`src/nocr_pkg.sv`:
```
package nocr_pkg;
  // Register offsets
  localparam logic [15:0] OFS_MODE         = 16'h0000;
  localparam logic [15:0] OFS_GATEWAY      = 16'h0001;
  localparam logic [15:0] OFS_NET_END      = 16'h0013;
  localparam logic [15:0] OFS_CAUSE        = 16'h0015;
  localparam logic [15:0] OFS_MASK         = 16'h0016;
  localparam logic [15:0] OFS_RETRY_PERIOD = 16'h0017;
  localparam logic [15:0] OFS_RETRY_LIMIT  = 16'h0019;
  localparam logic [15:0] OFS_RX_SPLIT     = 16'h001a;
  localparam logic [15:0] OFS_TX_SPLIT     = 16'h001b;
  localparam logic [15:0] OFS_AUTH_KIND    = 16'h001c;
  localparam logic [15:0] OFS_LCP_PERIOD   = 16'h0028;
  localparam logic [15:0] OFS_LCP_MAGIC    = 16'h0029;
  localparam logic [15:0] OFS_FAIL_IP      = 16'h002a;
  localparam logic [15:0] OFS_FAIL_PORT    = 16'h002e;
  localparam int          NET_BYTES        = 18;
  // Mode bit positions and writable bits
  localparam int          MODE_SW_RESET    = 7;
  localparam int          MODE_ECHO_BLOCK  = 4;
  localparam int          MODE_PPPOE       = 3;
  localparam int          MODE_ADDR_STEP   = 1;
  localparam int          MODE_INDIRECT    = 0;
  localparam logic [7:0]  MODE_WR_MASK     = 8'h1b;
  // Cause and mask layout
  localparam logic [7:0]  CAUSE_W1C_MASK   = 8'he0;
  localparam logic [7:0]  MASK_WR_MASK     = 8'hef;
  localparam int          SOCKETS          = 4;
  // Reset values
  localparam logic [7:0]  RST_ZERO8        = 8'h00;
  localparam logic [15:0] RST_RETRY_PERIOD = 16'h07d0;
  localparam logic [7:0]  RST_RETRY_LIMIT  = 8'h08;
  localparam logic [7:0]  RST_SPLIT        = 8'h55;
  localparam logic [7:0]  RST_LCP_PERIOD   = 8'h28;
  // Buffer memory per direction in KB
  localparam logic [5:0]  BUF_TOTAL_KB     = 6'h08;
  // Timing
  localparam int          CLK_PERIOD_NS    = 8;
  localparam int          RETRY_UNIT_NS    = 100_000;
  localparam int          LCP_UNIT_NS      = 25_000_000;
  localparam int          RETRY_UNIT_CYC   = RETRY_UNIT_NS / CLK_PERIOD_NS;
  localparam int          LCP_UNIT_CYC     = LCP_UNIT_NS / CLK_PERIOD_NS;
  // Retransmission timer states
  typedef enum logic {RT_IDLE, RT_WAIT} nocr_retry_state_t;
endpackage : nocr_pkg

```
`src/nocr_regs.sv`:
```
`timescale 1ns/10ps
module nocr_regs import nocr_pkg::*; #(
  parameter int RETRY_UNIT_CYCLES = RETRY_UNIT_CYC,
  parameter int LCP_UNIT_CYCLES   = LCP_UNIT_CYC
) (
  input  wire logic        clock,                  // System clock
  input  wire logic        rst_n,                  // Sync reset, low
  input  wire logic [15:0] host_addr,              // Direct access address
  input  wire logic [7:0]  host_wdata,             // Write byte
  input  wire logic        host_wr,                // Write strobe
  input  wire logic        host_rd,                // Read strobe
  output logic      [7:0]  host_rdata,             // Read byte, next cycle
  input  wire logic        ind_addr_load,          // Load access address
  input  wire logic [15:0] ind_addr_value,         // Address to load
  output logic      [15:0] access_addr,            // Indirect access address
  input  wire logic        arp_clash_evt,          // Clash request seen
  input  wire logic        dest_fail_evt,          // Unreachable reply seen
  input  wire logic [31:0] dest_fail_ip,           // Failed address
  input  wire logic [15:0] dest_fail_port,         // Failed port
  input  wire logic        session_close_evt,      // PPPoE session closed
  input  wire logic [3:0]  socket_raise,           // Socket event raised
  input  wire logic [3:0]  socket_ir_zero,         // Socket register zero
  input  wire logic        auth_kind_valid,        // Auth kind agreed
  input  wire logic [15:0] auth_kind_value,        // Agreed auth kind
  input  wire logic        retry_start,            // Command awaits answer
  input  wire logic        retry_ack,              // Peer answered
  output logic             retry_due,              // Retransmit now
  output logic             retry_timeout,          // Retries exhausted
  output logic             sw_reset_pulse,         // Soft reset in progress
  output logic             echo_reply_block,       // Drop echo replies
  output logic             pppoe_enable,           // PPPoE operation
  output logic             addr_step_enable,       // Address stepping
  output logic             indirect_access_select, // Indirect mode
  output logic      [31:0] gateway_ip,             // Default gateway
  output logic      [31:0] netmask,                // Subnet mask
  output logic      [47:0] own_hw_address,         // Own hardware address
  output logic      [31:0] own_ip_address,         // Own IP address
  output logic      [15:0] retry_period,           // Units of 100 us
  output logic      [7:0]  retry_limit,            // Retransmission count
  output logic      [3:0]  rx_sock_usable,         // RX memory fitted
  output logic      [3:0]  tx_sock_usable,         // TX memory fitted
  output logic      [7:0]  lcp_magic_value,        // LCP magic number
  output logic             lcp_echo_due,           // Send LCP echo now
  output logic             int_n                   // Interrupt, low
);

  localparam int RU_W = $clog2(RETRY_UNIT_CYCLES + 1);
  localparam int LU_W = $clog2(LCP_UNIT_CYCLES + 1);

  logic              soft_rst;
  logic [7:0]        global_mode;
  logic [7:0]        interrupt_cause;
  logic [7:0]        interrupt_enable_mask;
  logic [7:0]        rx_buffer_split;
  logic [7:0]        tx_buffer_split;
  logic [7:0]        lcp_echo_period;
  logic [15:0]       ppp_auth_kind;
  logic [31:0]       failed_dest_ip;
  logic [15:0]       failed_dest_port;
  logic [7:0]        net_bytes [NET_BYTES];
  logic [7:0]        rd_value;
  logic [7:0]        next_cause;
  logic [7:0]        cause_evt;
  logic [5:0]        rx_cum [SOCKETS+1];
  logic [5:0]        tx_cum [SOCKETS+1];
  logic [3:0]        rx_fit;
  logic [3:0]        tx_fit;
  nocr_retry_state_t rt_state;
  logic [RU_W-1:0]   unit_cnt;
  logic [15:0]       units;
  logic [7:0]        attempts;
  logic [LU_W-1:0]   lcp_cnt;
  logic [7:0]        lcp_units;

  // Soft reset joins the pin reset for every register but its own flag
  wire clr = !rst_n || soft_rst;

  // Effective address: indirect mode uses the stepping access address
  wire [15:0] eff_addr = global_mode[MODE_INDIRECT] ? access_addr
                                                    : host_addr;
  wire [15:0] net_off  = eff_addr - OFS_GATEWAY;
  wire [4:0]  net_idx  = net_off[4:0];
  wire [15:0] fail_off = eff_addr - OFS_FAIL_IP;
  wire [1:0]  fail_sh  = 2'h3 - fail_off[1:0];

  // Address decode
  wire hit_mode  = eff_addr == OFS_MODE;
  wire hit_net   = eff_addr >= OFS_GATEWAY && eff_addr < OFS_NET_END;
  wire hit_cause = eff_addr == OFS_CAUSE;
  wire hit_mask  = eff_addr == OFS_MASK;
  wire hit_rp_hi = eff_addr == OFS_RETRY_PERIOD;
  wire hit_rp_lo = eff_addr == OFS_RETRY_PERIOD + 16'h0001;
  wire hit_rl    = eff_addr == OFS_RETRY_LIMIT;
  wire hit_rx    = eff_addr == OFS_RX_SPLIT;
  wire hit_tx    = eff_addr == OFS_TX_SPLIT;
  wire hit_au_hi = eff_addr == OFS_AUTH_KIND;
  wire hit_au_lo = eff_addr == OFS_AUTH_KIND + 16'h0001;
  wire hit_lp    = eff_addr == OFS_LCP_PERIOD;
  wire hit_lm    = eff_addr == OFS_LCP_MAGIC;
  wire hit_fip   = eff_addr >= OFS_FAIL_IP && eff_addr < OFS_FAIL_PORT;
  wire hit_fp_hi = eff_addr == OFS_FAIL_PORT;
  wire hit_fp_lo = eff_addr == OFS_FAIL_PORT + 16'h0001;
  wire wr_cause  = host_wr && hit_cause;
  wire host_acc  = host_wr || host_rd;

  // Read selection, big-endian, reserved bits zero
  always_comb begin
    if (hit_mode) begin
      rd_value = {soft_rst, 7'h00} | (global_mode & MODE_WR_MASK);
    end else if (hit_net) begin
      rd_value = net_bytes[net_idx];
    end else if (hit_cause) begin
      rd_value = interrupt_cause;
    end else if (hit_mask) begin
      rd_value = interrupt_enable_mask;
    end else if (hit_rp_hi) begin
      rd_value = retry_period[15:8];
    end else if (hit_rp_lo) begin
      rd_value = retry_period[7:0];
    end else if (hit_rl) begin
      rd_value = retry_limit;
    end else if (hit_rx) begin
      rd_value = rx_buffer_split;
    end else if (hit_tx) begin
      rd_value = tx_buffer_split;
    end else if (hit_au_hi) begin
      rd_value = ppp_auth_kind[15:8];
    end else if (hit_au_lo) begin
      rd_value = ppp_auth_kind[7:0];
    end else if (hit_lp) begin
      rd_value = lcp_echo_period;
    end else if (hit_lm) begin
      rd_value = lcp_magic_value;
    end else if (hit_fip) begin
      rd_value = failed_dest_ip[{fail_sh, 3'h0} +: 8];
    end else if (hit_fp_hi) begin
      rd_value = failed_dest_port[15:8];
    end else if (hit_fp_lo) begin
      rd_value = failed_dest_port[7:0];
    end else begin
      rd_value = RST_ZERO8;
    end
  end

  // Soft reset flag: set by write, clears itself after one reset cycle
  always_ff @(posedge clock) begin
    if (!rst_n) begin
      soft_rst <= 1'b0;
    end else begin
      soft_rst <= host_wr && hit_mode && host_wdata[MODE_SW_RESET]
                  && !soft_rst;
    end
  end

  // Read data register
  always_ff @(posedge clock) begin
    if (clr) begin
      host_rdata <= RST_ZERO8;
    end else if (host_rd) begin
      host_rdata <= rd_value;
    end
  end

  // Access address, steps after each access when enabled
  always_ff @(posedge clock) begin
    if (clr) begin
      access_addr <= 16'h0000;
    end else if (ind_addr_load) begin
      access_addr <= ind_addr_value;
    end else if (host_acc && global_mode[MODE_INDIRECT]
                 && global_mode[MODE_ADDR_STEP]) begin
      access_addr <= access_addr + 16'h0001;
    end
  end

  // Mode register, reserved bits kept zero
  always_ff @(posedge clock) begin
    if (clr) begin
      global_mode <= RST_ZERO8;
    end else if (host_wr && hit_mode) begin
      global_mode <= host_wdata & MODE_WR_MASK;
    end
  end

  assign echo_reply_block       = global_mode[MODE_ECHO_BLOCK];
  assign pppoe_enable           = global_mode[MODE_PPPOE];
  assign addr_step_enable       = global_mode[MODE_ADDR_STEP];
  assign indirect_access_select = global_mode[MODE_INDIRECT];
  assign sw_reset_pulse         = soft_rst;

  // Network address bytes, most significant byte lowest
  always_ff @(posedge clock) begin
    if (clr) begin
      for (int k = 0; k < NET_BYTES; k++) begin
        net_bytes[k] <= RST_ZERO8;
      end
    end else if (host_wr && hit_net) begin
      net_bytes[net_idx] <= host_wdata;
    end
  end

  assign gateway_ip     = {net_bytes[0], net_bytes[1], net_bytes[2],
                           net_bytes[3]};
  assign netmask        = {net_bytes[4], net_bytes[5], net_bytes[6],
                           net_bytes[7]};
  assign own_hw_address = {net_bytes[8], net_bytes[9], net_bytes[10],
                           net_bytes[11], net_bytes[12], net_bytes[13]};
  assign own_ip_address = {net_bytes[14], net_bytes[15], net_bytes[16],
                           net_bytes[17]};

  // Timing, sizing and PPP configuration registers
  always_ff @(posedge clock) begin
    if (clr) begin
      retry_period    <= RST_RETRY_PERIOD;
      retry_limit     <= RST_RETRY_LIMIT;
      rx_buffer_split <= RST_SPLIT;
      tx_buffer_split <= RST_SPLIT;
      lcp_echo_period <= RST_LCP_PERIOD;
      lcp_magic_value <= RST_ZERO8;
    end else if (host_wr) begin
      if (hit_rp_hi) retry_period[15:8] <= host_wdata;
      if (hit_rp_lo) retry_period[7:0] <= host_wdata;
      if (hit_rl) retry_limit <= host_wdata;
      if (hit_rx) rx_buffer_split <= host_wdata;
      if (hit_tx) tx_buffer_split <= host_wdata;
      if (hit_lp) lcp_echo_period <= host_wdata;
      if (hit_lm) lcp_magic_value <= host_wdata;
    end
  end

  // Mask register, reserved bit ignores writes
  always_ff @(posedge clock) begin
    if (clr) begin
      interrupt_enable_mask <= RST_ZERO8;
    end else if (host_wr && hit_mask) begin
      interrupt_enable_mask <= host_wdata & MASK_WR_MASK;
    end
  end

  // Captured status from the protocol engine
  always_ff @(posedge clock) begin
    if (clr) begin
      ppp_auth_kind    <= 16'h0000;
      failed_dest_ip   <= 32'h0000_0000;
      failed_dest_port <= 16'h0000;
    end else begin
      if (auth_kind_valid) ppp_auth_kind <= auth_kind_value;
      if (dest_fail_evt) begin
        failed_dest_ip   <= dest_fail_ip;
        failed_dest_port <= dest_fail_port;
      end
    end
  end

  // Cause events; session close counts only in PPPoE operation
  assign cause_evt = {arp_clash_evt, dest_fail_evt,
                      session_close_evt && pppoe_enable, 5'h00};

  // Cause bits: sockets follow their registers, bits 5 to 7 clear by write-one, bit 4 stays zero
  for (genvar i = 0; i < 8; i++) begin : g_cause
    if (i < SOCKETS) begin : g_sock
      assign next_cause[i] = socket_raise[i]
                             || (interrupt_cause[i] && !socket_ir_zero[i]);
    end else if (CAUSE_W1C_MASK[i]) begin : g_w1c
      assign next_cause[i] = cause_evt[i] || (interrupt_cause[i]
                             && !(wr_cause && host_wdata[i]));
    end else begin : g_rsvd
      assign next_cause[i] = 1'b0;
    end
  end

  // Cause register and interrupt pin
  always_ff @(posedge clock) begin
    if (clr) begin
      interrupt_cause <= RST_ZERO8;
      int_n           <= 1'b1;
    end else begin
      interrupt_cause <= next_cause;
      int_n           <= !(|(interrupt_cause & interrupt_enable_mask));
    end
  end

  // Buffer allocation from socket 0 upward within the per-direction memory
  assign rx_cum[0] = 6'h00;
  assign tx_cum[0] = 6'h00;
  for (genvar s = 0; s < SOCKETS; s++) begin : g_alloc
    assign rx_cum[s+1] = rx_cum[s] + (6'h01 << rx_buffer_split[2*s +: 2]);
    assign tx_cum[s+1] = tx_cum[s] + (6'h01 << tx_buffer_split[2*s +: 2]);
    assign rx_fit[s]   = rx_cum[s+1] <= BUF_TOTAL_KB;
    assign tx_fit[s]   = tx_cum[s+1] <= BUF_TOTAL_KB;
  end

  always_ff @(posedge clock) begin
    if (clr) begin
      rx_sock_usable <= 4'hf;
      tx_sock_usable <= 4'hf;
    end else begin
      rx_sock_usable <= rx_fit;
      tx_sock_usable <= tx_fit;
    end
  end

  // Retransmission timer
  wire unit_tick   = unit_cnt == RU_W'(RETRY_UNIT_CYCLES - 1);
  wire period_done = unit_tick
                     && ({1'b0, units} + 17'h00001 >= {1'b0, retry_period});
  wire give_up     = period_done && attempts >= retry_limit;

  always_ff @(posedge clock) begin
    if (clr) begin
      rt_state      <= RT_IDLE;
      unit_cnt      <= '0;
      units         <= 16'h0000;
      attempts      <= RST_ZERO8;
      retry_due     <= 1'b0;
      retry_timeout <= 1'b0;
    end else begin
      retry_due     <= 1'b0;
      retry_timeout <= 1'b0;
      case (rt_state)
        RT_IDLE: begin
          if (retry_start) begin
            rt_state <= RT_WAIT;
            unit_cnt <= '0;
            units    <= 16'h0000;
            attempts <= RST_ZERO8;
          end
        end
        RT_WAIT: begin
          if (retry_ack) begin
            rt_state <= RT_IDLE;
          end else if (retry_start) begin
            unit_cnt <= '0;
            units    <= 16'h0000;
            attempts <= RST_ZERO8;
          end else begin
            unit_cnt <= unit_tick ? '0 : unit_cnt + 1'b1;
            if (unit_tick) units <= units + 16'h0001;
            if (period_done) begin
              units <= 16'h0000;
              if (give_up) begin
                retry_timeout <= 1'b1;
                rt_state      <= RT_IDLE;
              end else begin
                retry_due <= 1'b1;
                attempts  <= attempts + 8'h01;
              end
            end
          end
        end
        default: rt_state <= RT_IDLE;
      endcase
    end
  end

  // LCP echo interval timer, runs only in PPPoE operation
  wire lcp_tick = lcp_cnt == LU_W'(LCP_UNIT_CYCLES - 1);
  wire lcp_run  = pppoe_enable && lcp_echo_period != RST_ZERO8;

  always_ff @(posedge clock) begin
    if (clr || !lcp_run) begin
      lcp_cnt      <= '0;
      lcp_units    <= RST_ZERO8;
      lcp_echo_due <= 1'b0;
    end else begin
      lcp_cnt      <= lcp_tick ? '0 : lcp_cnt + 1'b1;
      lcp_echo_due <= lcp_tick && lcp_units + 8'h01 == lcp_echo_period;
      if (lcp_tick) begin
        lcp_units <= (lcp_units + 8'h01 == lcp_echo_period) ? RST_ZERO8
                                                            : lcp_units + 8'h01;
      end
    end
  end
endmodule : nocr_regs

```
`config.mk`:
```
export PLATFORM = sky130hd
export DESIGN_NAME = nocr_regs
export DESIGN_NICKNAME = d
export VERILOG_FILES = /design/src/nocr_pkg.sv /design/src/nocr_regs.sv
export SDC_FILE = /design/constraint.sdc
export NUM_CORES = 1
export LEC_CHECK = 0
export BUFFER_PORTS_ARGS = -buffer_cell sky130_fd_sc_hd__buf_2
export CAP_MARGIN = 20
export CORE_ASPECT_RATIO = 0.7
export CORE_UTILIZATION = 65
export CTS_BUF_LIST = sky130_fd_sc_hd__clkbuf_4 sky130_fd_sc_hd__clkbuf_8
export DETAILED_ROUTE_END_ITERATION = 12
export GPL_TIMING_DRIVEN = 0
export PLACE_DENSITY = 0.89
export SYNTH_ARGS = -nofsm -noshare
export SYNTH_HDL_FRONTEND = slang
export SYNTH_SLANG_ARGS = --single-unit
export TNS_END_PERCENT = 1
```
`constraint.sdc`:
```
create_clock -name clock -period 10.6 [get_ports clock]
set_input_delay 2.12 -clock clock [delete_from_list [all_inputs] [get_ports clock]]
set_output_delay 2.12 -clock clock [all_outputs]
set_load 0.05 [all_outputs]
```
After elaboration in Yosys (flattened, before gate mapping)
Memory sizes are Yosys's and may differ from the RTL's.
Index checks and enable logic that the tools add are counted.
Widths: inputs -> output; s select.
{ "word_totals": {"ff_bits": 245, "ram_bits": 144, "input_bits": 123, "output_inout_bits": 217, "word_cells": 209, "n_memories": 1} }
{ "op_classes": {"n_addsub": 16, "order_cmp": 14, "n_eq_ne": 21, "n_shift": 9, "mux": 52, "n_bitwise": 4, "n_reduce_logical": 63} }
{ "mem_list": {"columns": ["name", "words", "word_bits", "rd", "rd_clocked_by_memory_dff", "write_ports", "line_no", "text"], "rows": [
  ["net_bytes", 18, 8, 19, 0, 18, "nocr_regs.sv:60", "logic [7:0] net_bytes [NET_BYTES];"]
]} }
{ "ops": {"columns": ["op", "n"], "rows": [
  ["$mux 8", 23],
  ["$eq 16x5->1 const B", 9],
  ["$mux 16", 8],
  ["$eq 16x6->1 const B", 4],
  ["$mux 14", 4],
  ["$le 6x4->1 const B", 8],
  ["$shl 1x2->6 const A", 8],
  ["$add 6x6->6", 6],
  ["$add 16x1->16 const B", 2],
  ["$pmux 16 s2", 1],
  ["$shiftx 32x6->8", 1],
  ["$pmux 14 s2", 1],
  ["$logic_and 1x1->1", 25],
  ["$add 22x1->22 const B", 1],
  ["$eq 22x22->1 const B", 1],
  ["$add 16x1->17 const B", 1],
  ["$ge 17x16->1", 1],
  ["$add 8x1->8 const B", 2],
  ["$ge 16x1->1 const B", 1],
  ["$ge 16x6->1 const B", 1],
  ["$logic_not 16->1", 1],
  ["$lt 16x5->1 const B", 1],
  ["$lt 16x6->1 const B", 1],
  ["$pmux 8 s2", 1],
  ["27 further kinds", 67]
]} }

Depth between registers and ports, before layout
{ "depth": {"depth_word": 18, "ltp_mapped": 17, "depth_no_buf": 16} }

Worst setup path before layout
No wires, ideal clock.
{ "synth_timing": {"path_kind": "in2reg", "startpoint": "input port host_addr[0]", "endpoint": "memory net_bytes[23][0], enable pin", "setup_time_ns": 0.383, "t_arrival_ns": 5.319, "required_time_ns": 10.217, "setup_slack_ns": 4.897, "stages": 12, "path_buffers": 4, "path_cell_list": "mux2i_2 -> buf_4 -> buf_6 -> inv_1 -> buf_6 -> ha_1 -> or3_1 -> a211oi_2 -> buf_4 -> nand3_4 -> or3_1 -> nor3_1"} }
{ "synth_rtl": {"columns": ["item", "line_no", "text"], "rows": [
  ["start: declaration", "nocr_regs.sv:8", "input wire logic [15:0] host_addr,"],
  ["end: declaration", "nocr_regs.sv:60", null]
]} }

==> impl_metrics.tcl <==
set metrics [dict create \
    endpoint_kind "register" \
    drc 0 \
    htreeDepth 3 \
    ctsResizeCount 0 \
    drv_slew 0 \
    cp_cell_sequence "buf_2, mux2i_2, buf_4, buf_4, ha_1, clkbuf_1, clkbuf_1, buf_2, nand4_1, nor3_2, nand2_1, nand2_1" \
    startpoint_type "input pin" \
    synth_edf_count 256 \
    routed-via-count 22624 \
    drt_wl_total_um 89700 \
    vias_per_cell 6.70 \
    final_cell_area_um2 28900 \
    die_area_um2 38900 \
    fmax_mhz 138 \
    die-height_um 165 \
    globalRouteOverflowTotal 0 \
    critPathArrivalTime_ns 7.53 \
    crit_path_max_fanout 12 \
    final_common_cell "nor2_1" \
    worst_pin_slew_ns 1.28 \
    netlist.area_leader.share_pct 31.0 \
    setup_viol 0 \
    gp_congestion 1.03 \
    cpLargestDelayFamily "buffers and inverters" \
    max_cap_violations 0 \
    nets 3008 \
    clock_path_buffers 3 \
    rsz0062_at_grt "false" \
    worst_slack_ns 3.37 \
    layout-drive-gt1-share_pct 21.9 \
    synth_area_per_cell_um2 10.5 \
    drt_iter0_markers 3481 \
    whs_ns 0.476 \
    synth-seq-area-share_pct 50.8 \
    worst-path-buf-inv 6 \
    areaGrowthSynthToFinish_pct 16.8 \
    synthCells 2367 \
    grt_pass1_vias 20947 \
    insertion_delay_ns 0.67 \
    rows 59 \
    cpPeakStageDelay_ns 0.77 \
    ys.flop_type "edfxtp_1" \
    ys_seq_elements 500 \
    relSlewSlack_pct 14.0 \
    synthArstFlopShare_pct 0 \
    power_leakage_uw 0.0120 \
    finalCritPeriodShare_pct 68.2 \
    grt_first_pass_wirelength_um 129000 \
    hold_buffers 0 \
    start_util_pct 66.3 \
    period_needed_ns 7.23 \
    crit_type "in2reg" \
    worst_path_max_delay_cell "clkbuf_1" \
    design.core.area_um2 37400 \
    dr.pass1.iters 8 \
    worst_ep_required_time_ns 10.90 \
    syn_area_um2 24800 \
    cts-root-buf "clkbuf_8" \
    cts.sink_count 500 \
    place_area_um2 27300 \
    ant_nets 0 \
    antenna_found_initial 8 \
    post_cts_buffers 0 \
    p_per_area_nw_per_um2 146 \
    tns_ns 0 \
    yosysWarnings 0 \
    ir_drop_v 0.000151 \
    grt_usage_pct 45.2 \
    layout_common_cells "nor2_1, buf_2, edfxtp_1" \
    ios 340 \
    port_buffers 334 \
    ys_types 94 \
    synth_top_cell_by_area "edfxtp_1" \
    die_x_um 235 \
    grt_max_degree 16 \
    clk_pin_slew_ns 0.07 \
    synthTopCellsByArea "edfxtp_1, dfxtp_1, mux4_2, nor2_1, mux2i_1" \
    tritoncts "built" \
    place_ws_ns 3.09 \
    hpwlAfterDp_um 66900 \
    fin_skew_ns 0.0493 \
    cts-buffers-inserted 76 \
    p_total_uw 4220 \
    hp-class "reg2reg" \
    status "finished clean" \
    hold_viol 0 \
    drt-wirelength-per-cell_um 26.6 \
]
## cells by family (layout without fill, tap and decap cells)
kind of cell / after synthesis / count (layout) / share of synthesized area, %
and+or+nand+nor: 957 / 957 / 18.4
DFF: 500 / 500 / 50.8
AOI/OAI and AO/OA: 343 / 343 / 9.01
buffers and inverters: 212 / 695 / 3.58
muxes: 199 / 199 / 11.5
xor gates and xnor gates: 89 / 89 / 3.23
adders and majority gates: 65 / 65 / 3.47
other: 2 / 41 / 0.0303
## per-stage QoR
stage	util [%]	std cells
3_3_place_gp	72.7	3221
5_1_grt	77.4	3376
3_5_place_dp	73.0	3230
2_1_floorplan	-	2399
6_report	77.4	3377
4_1_cts	77.4	3370
## final cells by class
cell class | instances | area (µm²)
antenna | 7 | 17.5
buffer | 131 | 582
clock buffer | 122 | 1500
clock inverter | 18 | 120
fill | 2373 | 8430
inverter | 81 | 304
multi-input combinational | 1687 | 11500
sequential | 500 | 12600
tap | 488 | 611
timing repair buffer | 343 | 1740
## final timing paths
check	from	to	slack, ns	cells after the start
max	host_addr[0]	net_bytes[1][6]$_SDFFCE_PN0P_	3.37	12
min	lcp_cnt[0]$_SDFF_PP0_	lcp_cnt[0]$_SDFF_PP0_	0.48	1
max reg2reg	global_mode[0]$_SDFFE_PP0P_	net_bytes[1][6]$_SDFFCE_PN0P_	4.09	12
min reg2reg	lcp_cnt[0]$_SDFF_PP0_	lcp_cnt[0]$_SDFF_PP0_	0.48	1
## synth_stat cells, types with 14 or more instances
library cell and number:
edfxtp_1 256, buf_2 14, ha_1 59, xnor2_1 41, mux4_2 67, nand3_1 103
clkbuf_1 98, and3_1 35, dfxtp_1 244, a21oi_1 115, o21ai_0 65, inv_1 80
nand2b_1 27, nand4_1 30, nand2_1 238, nor2b_1 26, nor3_1 21, nor2_1 360
a21o_1 16, and2_1 23, o31ai_1 17, nor4_1 22, mux2i_1 126, xor2_1 46
## metal layers
layer	share of wire (%)	global-route usage (%)	wire length (µm)	vias to the layer above
li1	-	-	-	9443
met1	38	62.0	33900	10810
met2	42	65.5	37400	2026
met3	15	14.7	13700	341
met4	5.1	20.8	4580	4
met5	0.083	1.14	74	-
## report_power, final
group          internal, µW  leakage [µW]  switching (µW)
Clock                   908      0.000864             803
Sequential             2060       0.00481            32.5
Combinational           118       0.00633             295
## registers in the layout (all words and copies together), names as in the netlist, 14 cells and up
| name | flops |
|---|---|
| failed_dest_port | 16 |
| lcp_cnt | 22 |
| net_bytes | 256 |
| units | 16 |
| access_addr | 16 |
| retry_period | 16 |
| ppp_auth_kind | 16 |
| unit_cnt | 14 |
| failed_dest_ip | 32 |
Power figures use the tool's default switching activity.
